[src/logic/pcsiu_pkg.sv]
package pcsiu_pkg;

	// ----------------------------------------------------------------
	// widths
	// ----------------------------------------------------------------
	localparam int PC_W = 9;
	localparam int STK_W = 12;
	localparam int STK_DEPTH = 4;
	localparam int DATA_W = 8;
	localparam int FADDR_W = 5;
	localparam int PTR_W = 5;
	localparam int LOW_W = 8;

	// ----------------------------------------------------------------
	// reset values
	// ----------------------------------------------------------------
	localparam logic [PC_W-1:0] PC_RESET = 9'h1FF;
	localparam logic [1:0] PAGE_RESET = 2'h0;
	localparam logic [PTR_W-1:0] PTR_RESET = 5'h00;
	localparam logic [DATA_W-1:0] NULL_DATA = 8'h00;

	// ----------------------------------------------------------------
	// data memory addresses and field positions
	// ----------------------------------------------------------------
	localparam logic [FADDR_W-1:0] ADDR_INDIRECT = 5'h00;
	localparam logic [FADDR_W-1:0] ADDR_PC_LOW = 5'h02;
	localparam logic [FADDR_W-1:0] ADDR_STATUS = 5'h03;
	localparam logic [FADDR_W-1:0] ADDR_POINTER = 5'h04;
	localparam int PAGE_LO_BIT = 5;
	localparam int PAGE_HI_BIT = 6;
	localparam int PC_HI_BIT = 8;
	// pointer read view: bits 6:5 read as ones, bit 7 as zero
	localparam logic [2:0] PTR_UPPER_VIEW = 3'h3;
	localparam logic [PC_W-1:0] PC_ONE = 9'h001;

	// ----------------------------------------------------------------
	// operations presented by the decoder
	// ----------------------------------------------------------------
	typedef enum logic [1:0] {
		PCSIU_OP_SEQ,
		PCSIU_OP_GOTO,
		PCSIU_OP_CALL,
		PCSIU_OP_RETURN_WITH_LITERAL
	} pcsiu_op_t;

	typedef struct packed {
		pcsiu_op_t op;
		logic [PC_W-1:0] target;
		logic [DATA_W-1:0] literal;
		logic [FADDR_W-1:0] file_addr;
		logic file_rd;
		logic file_wr;
		logic [DATA_W-1:0] file_wdata;
	} pcsiu_instr_t;

	typedef struct packed {
		logic [FADDR_W-1:0] addr;
		logic rd;
		logic wr;
		logic [DATA_W-1:0] wdata;
	} pcsiu_mem_t;

endpackage : pcsiu_pkg

[src/logic/pcsiu_indirect.sv]
`timescale 1ns/1ps
module pcsiu_indirect (
	// clock and reset
	input wire logic ref_clk,
	input wire logic rstn,
	// file access from the executing instruction
	input wire logic access_en,
	input wire logic [pcsiu_pkg::FADDR_W-1:0] file_addr,
	input wire logic file_rd,
	input wire logic file_wr,
	input wire logic [pcsiu_pkg::DATA_W-1:0] file_wdata,
	// resolved access, same cycle
	output logic [pcsiu_pkg::FADDR_W-1:0] eff_addr,
	output logic eff_wr,
	// registered access toward the register file
	output pcsiu_pkg::pcsiu_mem_t mem_q,
	output logic null_rd_q,
	output logic [pcsiu_pkg::DATA_W-1:0] ptr_view_q
);

	// ----------------------------------------------------------------
	// address resolution
	// ----------------------------------------------------------------
	logic [pcsiu_pkg::PTR_W-1:0] ptr_q;
	logic is_indirect;
	logic null_target;

	always_comb begin
		is_indirect = (file_addr == pcsiu_pkg::ADDR_INDIRECT);
		eff_addr = is_indirect ? ptr_q : file_addr;
		// pointer at zero turns the access into a null one
		null_target = (eff_addr == pcsiu_pkg::ADDR_INDIRECT);
		eff_wr = access_en && file_wr && !null_target;
	end

	// ----------------------------------------------------------------
	// pointer register
	// ----------------------------------------------------------------
	always_ff @(posedge ref_clk or negedge rstn) begin
		if (!rstn) begin
			ptr_q <= pcsiu_pkg::PTR_RESET;
		end else if (eff_wr && eff_addr == pcsiu_pkg::ADDR_POINTER) begin
			ptr_q <= file_wdata[pcsiu_pkg::PTR_W-1:0];
		end
	end

	always_ff @(posedge ref_clk or negedge rstn) begin
		if (!rstn) begin
			ptr_view_q <= {pcsiu_pkg::PTR_UPPER_VIEW, pcsiu_pkg::PTR_RESET};
		end else begin
			ptr_view_q <= {pcsiu_pkg::PTR_UPPER_VIEW, ptr_q};
		end
	end

	// ----------------------------------------------------------------
	// registered access
	// ----------------------------------------------------------------
	always_ff @(posedge ref_clk or negedge rstn) begin
		if (!rstn) begin
			mem_q <= '0;
			null_rd_q <= 1'b0;
		end else begin
			mem_q.addr <= eff_addr;
			mem_q.rd <= access_en && file_rd && !null_target;
			mem_q.wr <= eff_wr;
			mem_q.wdata <= file_wdata;
			null_rd_q <= access_en && file_rd && null_target;
		end
	end

endmodule : pcsiu_indirect

[src/logic/pcsiu_stack.sv]
`timescale 1ns/1ps
module pcsiu_stack (
	// clock
	input wire logic ref_clk,
	// stack operations
	input wire logic push,
	input wire logic pop,
	input wire logic [pcsiu_pkg::STK_W-1:0] push_data,
	// level 1 view
	output logic [pcsiu_pkg::STK_W-1:0] top_q
);

	// ----------------------------------------------------------------
	// storage
	// ----------------------------------------------------------------
	// no reset: levels keep their contents across any reset
	logic [pcsiu_pkg::STK_W-1:0] level_q [pcsiu_pkg::STK_DEPTH];

	always_ff @(posedge ref_clk) begin
		if (push) begin
			for (int i = pcsiu_pkg::STK_DEPTH - 1; i > 0; i--) begin
				level_q[i] <= level_q[i-1];
			end
			level_q[0] <= push_data;
		end else if (pop) begin
			for (int i = 0; i < pcsiu_pkg::STK_DEPTH - 1; i++) begin
				level_q[i] <= level_q[i+1];
			end
			// bottom level left alone so it repeats on underflow
			level_q[pcsiu_pkg::STK_DEPTH-1] <= level_q[pcsiu_pkg::STK_DEPTH-1];
		end
	end

	assign top_q = level_q[0];

endmodule : pcsiu_stack

[src/logic/pcsiu_top.sv]
`timescale 1ns/1ps
module pcsiu_top (
	// clock and reset
	input wire logic ref_clk,
	input wire logic rstn,
	// executing instruction from the decoder
	input wire logic instr_valid,
	input wire pcsiu_pkg::pcsiu_instr_t instr,
	// read data returned by the register file
	input wire logic [pcsiu_pkg::DATA_W-1:0] mem_rdata,
	// fetch side
	output logic [pcsiu_pkg::PC_W-1:0] program_counter_q,
	output logic [pcsiu_pkg::PC_W-1:0] exec_pc_q,
	output logic discard_q,
	// status page select
	output logic page_select_bit_lo_q,
	output logic page_select_bit_hi_q,
	// working register load
	output logic w_load_q,
	output logic [pcsiu_pkg::DATA_W-1:0] w_data_q,
	// register file access
	output pcsiu_pkg::pcsiu_mem_t mem_q,
	output logic rd_valid_q,
	output logic [pcsiu_pkg::DATA_W-1:0] rd_data_q
);

	// ----------------------------------------------------------------
	// sequencing state
	// ----------------------------------------------------------------
	typedef enum logic {
		PCSIU_ST_EXEC,
		PCSIU_ST_DISCARD
	} pcsiu_state_t;

	pcsiu_state_t state_q;
	pcsiu_state_t state_d;

	logic exec_en;
	logic do_goto;
	logic do_call;
	logic do_ret;
	logic pcl_write;
	logic status_write;
	logic branch;
	logic [pcsiu_pkg::PC_W-1:0] pc_d;
	logic [pcsiu_pkg::PC_W-1:0] exec_pc_d;
	logic [pcsiu_pkg::PC_W-1:0] pc_inc;
	logic [pcsiu_pkg::STK_W-1:0] stack_top;
	logic [pcsiu_pkg::STK_W-1:0] push_value;

	// resolved file access
	logic [pcsiu_pkg::FADDR_W-1:0] eff_addr;
	logic eff_wr;
	logic null_rd_q;
	logic [pcsiu_pkg::DATA_W-1:0] ptr_view_q;

	// the instruction in the slot behind a branch was fetched from the old
	// path; it is not executed, so neither its stack nor file effects occur
	assign exec_en = instr_valid && (state_q == PCSIU_ST_EXEC);

	// ----------------------------------------------------------------
	// instruction decode
	// ----------------------------------------------------------------
	always_comb begin
		do_goto = exec_en && (instr.op == pcsiu_pkg::PCSIU_OP_GOTO);
		do_call = exec_en && (instr.op == pcsiu_pkg::PCSIU_OP_CALL);
		do_ret = exec_en && (instr.op == pcsiu_pkg::PCSIU_OP_RETURN_WITH_LITERAL);
		// push and pop happen here only, never through a file access
		pcl_write = eff_wr && (eff_addr == pcsiu_pkg::ADDR_PC_LOW);
		status_write = eff_wr && (eff_addr == pcsiu_pkg::ADDR_STATUS);
		branch = do_goto || do_call || do_ret || pcl_write;
	end

	assign pc_inc = program_counter_q + pcsiu_pkg::PC_ONE;

	// ----------------------------------------------------------------
	// next program counter
	// ----------------------------------------------------------------
	always_comb begin
		pc_d = pc_inc;
		if (do_goto) begin
			pc_d = instr.target;
		end else if (do_call) begin
			pc_d = {1'b0, instr.target[pcsiu_pkg::LOW_W-1:0]};
		end else if (pcl_write) begin
			pc_d = {1'b0, instr.file_wdata};
		end else if (do_ret) begin
			pc_d = stack_top[pcsiu_pkg::PC_W-1:0];
		end
	end

	// the counter is the fetch address; the instruction now executing
	// was fetched from the previous value of it
	always_comb begin
		exec_pc_d = program_counter_q;
	end

	always_ff @(posedge ref_clk or negedge rstn) begin
		if (!rstn) begin
			program_counter_q <= pcsiu_pkg::PC_RESET;
		end else begin
			program_counter_q <= pc_d;
		end
	end

	always_ff @(posedge ref_clk or negedge rstn) begin
		if (!rstn) begin
			exec_pc_q <= pcsiu_pkg::PC_RESET;
		end else begin
			exec_pc_q <= exec_pc_d;
		end
	end

	// ----------------------------------------------------------------
	// branch discard slot
	// ----------------------------------------------------------------
	always_comb begin
		case (state_q)
			PCSIU_ST_EXEC: begin
				state_d = branch ? PCSIU_ST_DISCARD : PCSIU_ST_EXEC;
			end
			PCSIU_ST_DISCARD: begin
				state_d = PCSIU_ST_EXEC;
			end
			default: begin
				state_d = PCSIU_ST_EXEC;
			end
		endcase
	end

	always_ff @(posedge ref_clk or negedge rstn) begin
		if (!rstn) begin
			state_q <= PCSIU_ST_EXEC;
		end else begin
			state_q <= state_d;
		end
	end

	always_ff @(posedge ref_clk or negedge rstn) begin
		if (!rstn) begin
			discard_q <= 1'b0;
		end else begin
			discard_q <= (state_d == PCSIU_ST_DISCARD);
		end
	end

	// ----------------------------------------------------------------
	// page select bits
	// ----------------------------------------------------------------
	// only the two page bits of the status register live here; the other
	// bits are kept by the register file, which also sees the write
	always_ff @(posedge ref_clk or negedge rstn) begin
		if (!rstn) begin
			page_select_bit_lo_q <= pcsiu_pkg::PAGE_RESET[0];
			page_select_bit_hi_q <= pcsiu_pkg::PAGE_RESET[1];
		end else if (status_write) begin
			page_select_bit_lo_q <= instr.file_wdata[pcsiu_pkg::PAGE_LO_BIT];
			page_select_bit_hi_q <= instr.file_wdata[pcsiu_pkg::PAGE_HI_BIT];
		end
	end

	// ----------------------------------------------------------------
	// return stack
	// ----------------------------------------------------------------
	// pushed value is the address after the call, already in the counter;
	// upper bits beyond the counter width are stored as zero
	assign push_value = {{(pcsiu_pkg::STK_W - pcsiu_pkg::PC_W){1'b0}}, program_counter_q};

	pcsiu_stack u_stack (
		.ref_clk (ref_clk),
		.push (do_call),
		.pop (do_ret),
		.push_data (push_value),
		.top_q (stack_top)
	);

	// stack storage carries no reset at all, so a reset leaves it intact

	// ----------------------------------------------------------------
	// working register load from the literal
	// ----------------------------------------------------------------
	always_ff @(posedge ref_clk or negedge rstn) begin
		if (!rstn) begin
			w_load_q <= 1'b0;
			w_data_q <= pcsiu_pkg::NULL_DATA;
		end else begin
			w_load_q <= do_ret;
			if (do_ret) begin
				w_data_q <= instr.literal;
			end
		end
	end

	// ----------------------------------------------------------------
	// indirect data access
	// ----------------------------------------------------------------
	pcsiu_indirect u_indirect (
		.ref_clk (ref_clk),
		.rstn (rstn),
		.access_en (exec_en),
		.file_addr (instr.file_addr),
		.file_rd (instr.file_rd),
		.file_wr (instr.file_wr),
		.file_wdata (instr.file_wdata),
		.eff_addr (eff_addr),
		.eff_wr (eff_wr),
		.mem_q (mem_q),
		.null_rd_q (null_rd_q),
		.ptr_view_q (ptr_view_q)
	);

	// read data lands one cycle after the registered request, giving the
	// register file a full cycle to answer; a read of the pointer register
	// is answered here from the pointer and its fixed upper bits, not from the register file's copy
	always_ff @(posedge ref_clk or negedge rstn) begin
		if (!rstn) begin
			rd_valid_q <= 1'b0;
			rd_data_q <= pcsiu_pkg::NULL_DATA;
		end else begin
			rd_valid_q <= mem_q.rd || null_rd_q;
			if (null_rd_q) begin
				rd_data_q <= pcsiu_pkg::NULL_DATA;
			end else if (mem_q.rd && mem_q.addr == pcsiu_pkg::ADDR_POINTER) begin
				rd_data_q <= ptr_view_q;
			end else if (mem_q.rd) begin
				rd_data_q <= mem_rdata;
			end
		end
	end

endmodule : pcsiu_top
[config.mk]
export PLATFORM = sky130hd
export DESIGN_NAME = pcsiu_top
export DESIGN_NICKNAME = d
export VERILOG_FILES = /design/src/logic/pcsiu_pkg.sv /design/src/logic/pcsiu_indirect.sv /design/src/logic/pcsiu_stack.sv /design/src/logic/pcsiu_top.sv
export SDC_FILE = /design/constraint.sdc
export NUM_CORES = 1
export LEC_CHECK = 0
export BUFFER_PORTS_ARGS = -buffer_cell sky130_fd_sc_hd__buf_4
export CORE_MARGIN = 2
export CORE_UTILIZATION = 40
export DETAILED_ROUTE_END_ITERATION = 10
export PLACE_DENSITY_LB_ADDON = 0.05
export REMOVE_ABC_BUFFERS = 1
export SLEW_MARGIN = 20
export SYNTH_ARGS = -nofsm -noshare
export SYNTH_HDL_FRONTEND = slang
export SYNTH_SLANG_ARGS = --single-unit
[constraint.sdc]
create_clock -name ref_clk -period 2.25 [get_ports ref_clk]
set_clock_uncertainty 0.05 [all_clocks]
set_input_delay 0 -clock ref_clk [delete_from_list [all_inputs] [get_ports ref_clk]]
set_output_delay 0 -clock ref_clk [all_outputs]
set_load 0.02 [all_outputs]
Yosys cells after proc, flatten, opt, wreduce, memory -nomap -nowiden
Memory sizes are Yosys's and may differ from the RTL's.
Cells that the tools add are included.
W data, S select, Z words.
{"block": "op_classes", "n_addsub": 1, "n_eq_ne": 7, "n_mux": 19, "bitwise_logic": 5, "n_reduce_logical": 21}
{"cell": "$mux W12", "count": 4}
{"cell": "$mux W9", "count": 4}
{"cell": "$mux W8", "count": 3}
{"cell": "$logic_and A1 B1 Y1", "count": 13}
{"cell": "$eq A5 B2 Y1 const B", "count": 2}
{"cell": "$eq A5 B3 Y1 const B", "count": 2}
{"cell": "$logic_not A5 Y1", "count": 2}
{"cell": "$add A9 B1 Y9 const B", "count": 1}
{"cell": "$mux W1", "count": 6}
{"cell": "$mux W5", "count": 1}
{"cell": "$eq A2 B2 Y1 const B", "count": 2}
{"cell": "$logic_or A1 B1 Y1", "count": 4}
{"cell": "$or A1 B1 Y1", "count": 4}
{"cell": "$reduce_bool A3 Y1", "count": 1}
{"cell": "$eq A2 B1 Y1 const B", "count": 1}
{"cell": "$pmux W1 S2", "count": 1}
{"cell": "$logic_not A1 Y1", "count": 1}
{"cell": "$not A1 Y1", "count": 1}
{"block": "totals", "register_bits": 65, "ram_bits": 48, "input_bits": 45, "out_inout_bits": 54, "elab_cells": 70, "mem_count": 1}
{"memory": "u_stack.level_q", "words": 4, "width": 12, "rd": 4, "rd_ports_with_merged_regs": 0, "write_ports": 4, "line_no": "pcsiu_stack.sv:17", "text": "logic [pcsiu_pkg::STK_W-1:0] level_q [pcsiu_pkg::STK_DEPTH];"}

Depth between registers and ports, before layout
{"block": "logic_depth", "depth_word": 9, "mapped_depth": 6, "mapped_depth_nobuf": 6}

Cells and area by module
A second synthesis with hierarchy kept.
{"block": "hier_totals", "hier_cells": 334, "hier_area_um2": 4780.8}
{"mod": "pcsiu_stack", "instances": 1, "cells_per_inst": 91, "area_each_um2": 2055.7, "seq_area_each_um2": 1441.4}
{"mod": "pcsiu_top", "instances": 1, "cells_per_inst": 185, "area_each_um2": 1841.8, "seq_area_each_um2": 998.5}
{"mod": "pcsiu_indirect", "instances": 1, "cells_per_inst": 58, "area_each_um2": 883.3, "seq_area_each_um2": 650.6}

Least setup slack after synthesis
No wires, ideal clock.
{"block": "synth_timing", "kind": "register -> register", "startpoint": "register discard_q (netlist name)", "endpoint": "memory u_stack.level_q[3][0] (netlist name), enable pin", "setup_time_ns": 0.375, "t_arrival_ns": 2.033, "t_required_ns": 1.825, "setup_slack_ns": -0.208, "path_stages_with_launch": 5, "n_path_buf": 1, "period_less_slack_ns": 2.458, "cell_sequence": "dfrtp_1 nor2b_1 clkbuf_2 and2_1 nor2b_1"}
{"item": "end: declaration", "line_no": "pcsiu_stack.sv:17"}

==> metrics.txt <==
Syn Inst Count 354; most area-consuming cells after synthesis dfrtp_1 (29%), edfxtp_1 (26%), dfstp_2 (11%); number of vias per cell 4.67; Pwr Density 892 nW/um^2; leakage 2.63 nW; worst path cell trace nor2b_1, buf_4, and2_1, buf_4; run status completed; TritonCTS clock tree yes; total clock sinks 101; wire length of the first global-routing pass 15300 um; initial standard-cell utilization of the core 40.6%; worst ir drop on vdd 616 uV; die height 105 um; antenna violation net count after detailed routing 0; final hold violation count 0; period utilization 88.4%; DIE AREA 11100 um^2; most numerous cell types in the synthesized netlist nand2_1 (116), dfrtp_1 (47), edfxtp_1 (36); Layout area overhead 38.9%; routed vias 3001; Clock Path Buffers 2; Avg WL per Cell 14.8 um; number of buffer cells added on primary ports 98; aggregate global-route resource usage 17.9%; worst hold path stage count 4; number of cell instances on the worst register-to-register path 4; slowest library cell on the worst path dfrtp_1; startpoint type of the worst setup path flop; ratio of cells with drive above 1 in the final layout 30.8%; area of placed instances 5020 um^2; Worst Path Class, Setup reg2reg; number of register bits inferred by synthesis 101; Clock Latency Late Sink 360 ps; buffer type at the clock tree root clkbuf_8; H-tree lvl count 3; Worst Path Buf+Inv 2; worst hold margin 61.4 ps; Max Freq 0.503 GHz; Hold Path Class in2reg; final design area excluding fillers 5720 um^2; max-cap viol count 0; post-layout min period 1990 ps; first-pass iteration count of the detailed router 4; setup slack of the worst register-to-register path 260 ps; Data required, critical path 2250 ps; die width 105 um; critical register-to-register path startpoint discard_q; Post-synth top flop dfrtp_1; number of buffers created by CTS 9; most numerous cell in the Yosys netlist nand2_1; half-perimeter wire length after placement 6410 um; max-slew violation count 0; fraction of the yosys area taken by sequential cells 66.3%; total negative slack for setup checks 0 ps; CP max stage delay 410 ps; Top cell by count, worst path buf_4; Crit. End Element flop; synthesized area per cell 11.6 um^2; CP delay by family, top simple AND/OR/NAND/NOR gates; slew of the pin with the lowest slew margin 827 ps; met3 Resource Use GR 3.71%; GR met1 Demand/Resource 25.2%; Netlist cell types 48; startpoint of the worst hold path instr_valid; number of DRC markers in iteration 0 152; top-area cell type share of the netlist area 28.6%; Filler Cell Count 858; total wirelength of the detailed-routed design 9540 um; worst reg2reg endpoint u_stack.level_q[2][6]; clock-pin slew reported for the worst setup and hold paths after clock tree synthesis 100 ps; via count of the first global-routing pass 2916; largest net degree at the start of global routing 66; Synth Warn # 0; antenna violations before repair 0; critical path arrival 1990 ps; FF/Latch Area 2730 um^2; met2 Track Usage GR 27.6%; Multi-input gate area 1300 um^2; nets 548; floorplan core area 10100 um^2; Min-Delay Endpoint u_indirect.mem_q[9]; Max-Slew Margin vs Limit 44.9%; Row Count 37; cell area after synthesis 4120 um^2; EDFF count, synth 36; top-level I/O count 99; Residual DRC 0; Synth area leader dfrtp_1; setup repair after global routing missed its margin no; Top Usage Layer GRT met2; global-route congestion overflow total 0; Setup violations, final 0; Antenna Cells 0; Worst Path Max Fanout 21; async set-or-reset flop fraction in the synthesized netlist 64.4%; global placer's final weighted congestion 0.792
[worst min-delay path, delay by kind of cell]
| kind | cells | cell delay (ps) |
|---|---|---|
| simple gates | 3 | 330 |
| buf+inv | 1 | 120 |
[cell families (layout without fill, tap and decap cells)]
kind of cell | after synthesis | after routing | synth area share, %
compound gates | 33 | 33 | 6.87
xor+xnor | 8 | 8 | 1.70
fa+ha+maj | 1 | 1 | 0.304
buf+inv | 22 | 175 | 2.10
flops | 101 | 101 | 66.3
mux | 15 | 15 | 3.89
simple gates | 174 | 174 | 18.8
[how the worst max path moves through the flow]
stage	from	end	slack (ps)	cells after the start
floorplan	discard_q	program_counter_q[3]	-970	5
global placement	discard_q	program_counter_q[3]	240	5
detailed placement	discard_q	program_counter_q[3]	140	5
CTS	discard_q	program_counter_q[3]	130	5
global route	discard_q	u_stack.level_q[2][8]	100	4
finish	discard_q	u_stack.level_q[2][6]	260	4
[power by group]
group | internal [mW] | switching [mW]
Clock | 0.608 | 0.662
Sequential | 2.30 | 0.240
Combinational | 0.618 | 0.675
Total | 3.53 | 1.58
[registers in the layout, summed over array words and instances (netlist names)]
signal                 count
u_indirect.mem_q          15
page_select_bit_hi_q       1
u_indirect.ptr_q           5
u_indirect.ptr_view_q      5
page_select_bit_lo_q       1
rd_valid_q                 1
exec_pc_q                  9
u_indirect.null_rd_q       1
program_counter_q          9
u_stack.level_q           36
w_data_q                   8
w_load_q                   1
rd_data_q                  8
discard_q                  1
[through the flow]
step / setup slack (ps) / instances / utilization, % / power, mW
2_1_floorplan: -972 / 339 / - / 3.22
3_3_place_gp: 238 / 579 / 49.5 / 3.80
3_5_place_dp: 140 / 579 / 49.5 / 3.82
4_1_cts: 125 / 641 / 56.3 / 5.15
5_1_grt: 96.0 / 643 / 56.4 / 5.36
6_report: 261 / 643 / 56.4 / 5.10
[area by class of cell]
class                   instances  area share [%]
multi-input cells             231            22.8
well taps                     136            2.98
clock buffers                  11            2.74
flip-flops and latches        101            47.7
repair buffers                152            22.2
inverters                       7           0.503
clock inverters                 5            1.09
[what timing repair did]
action	in CTS	in global routing
buffers inserted	0	2
gates resized for setup	0	0
hold buffers	46	0
hold endpoints to repair	96	0
endpoints found under the setup margin	0	2
[layer usage]
| metal | vias up | part of all wire, % |
|---|---|---|
| li1 | 1503 | - |
| met1 | 1411 | 48 |
| met2 | 75 | 46 |
| met3 | 12 | 4.4 |
| met4 | 0 | 1.5 |
| met5 | - | 0 |
[placed cells by master, fill, tap and decap left out, types with 6 or more instances in the layout]
cell type and n:
dfrtp_1 47, inv_1 6, edfxtp_1 36, clkbuf_8 9, dfstp_2 18, dlygate4sd3_1 46
buf_4 105, nand3_1 7, nor2_1 25, nand2_1 116, xnor2_1 6, mux2i_1 7
Power figures use the tool's default switching activity.
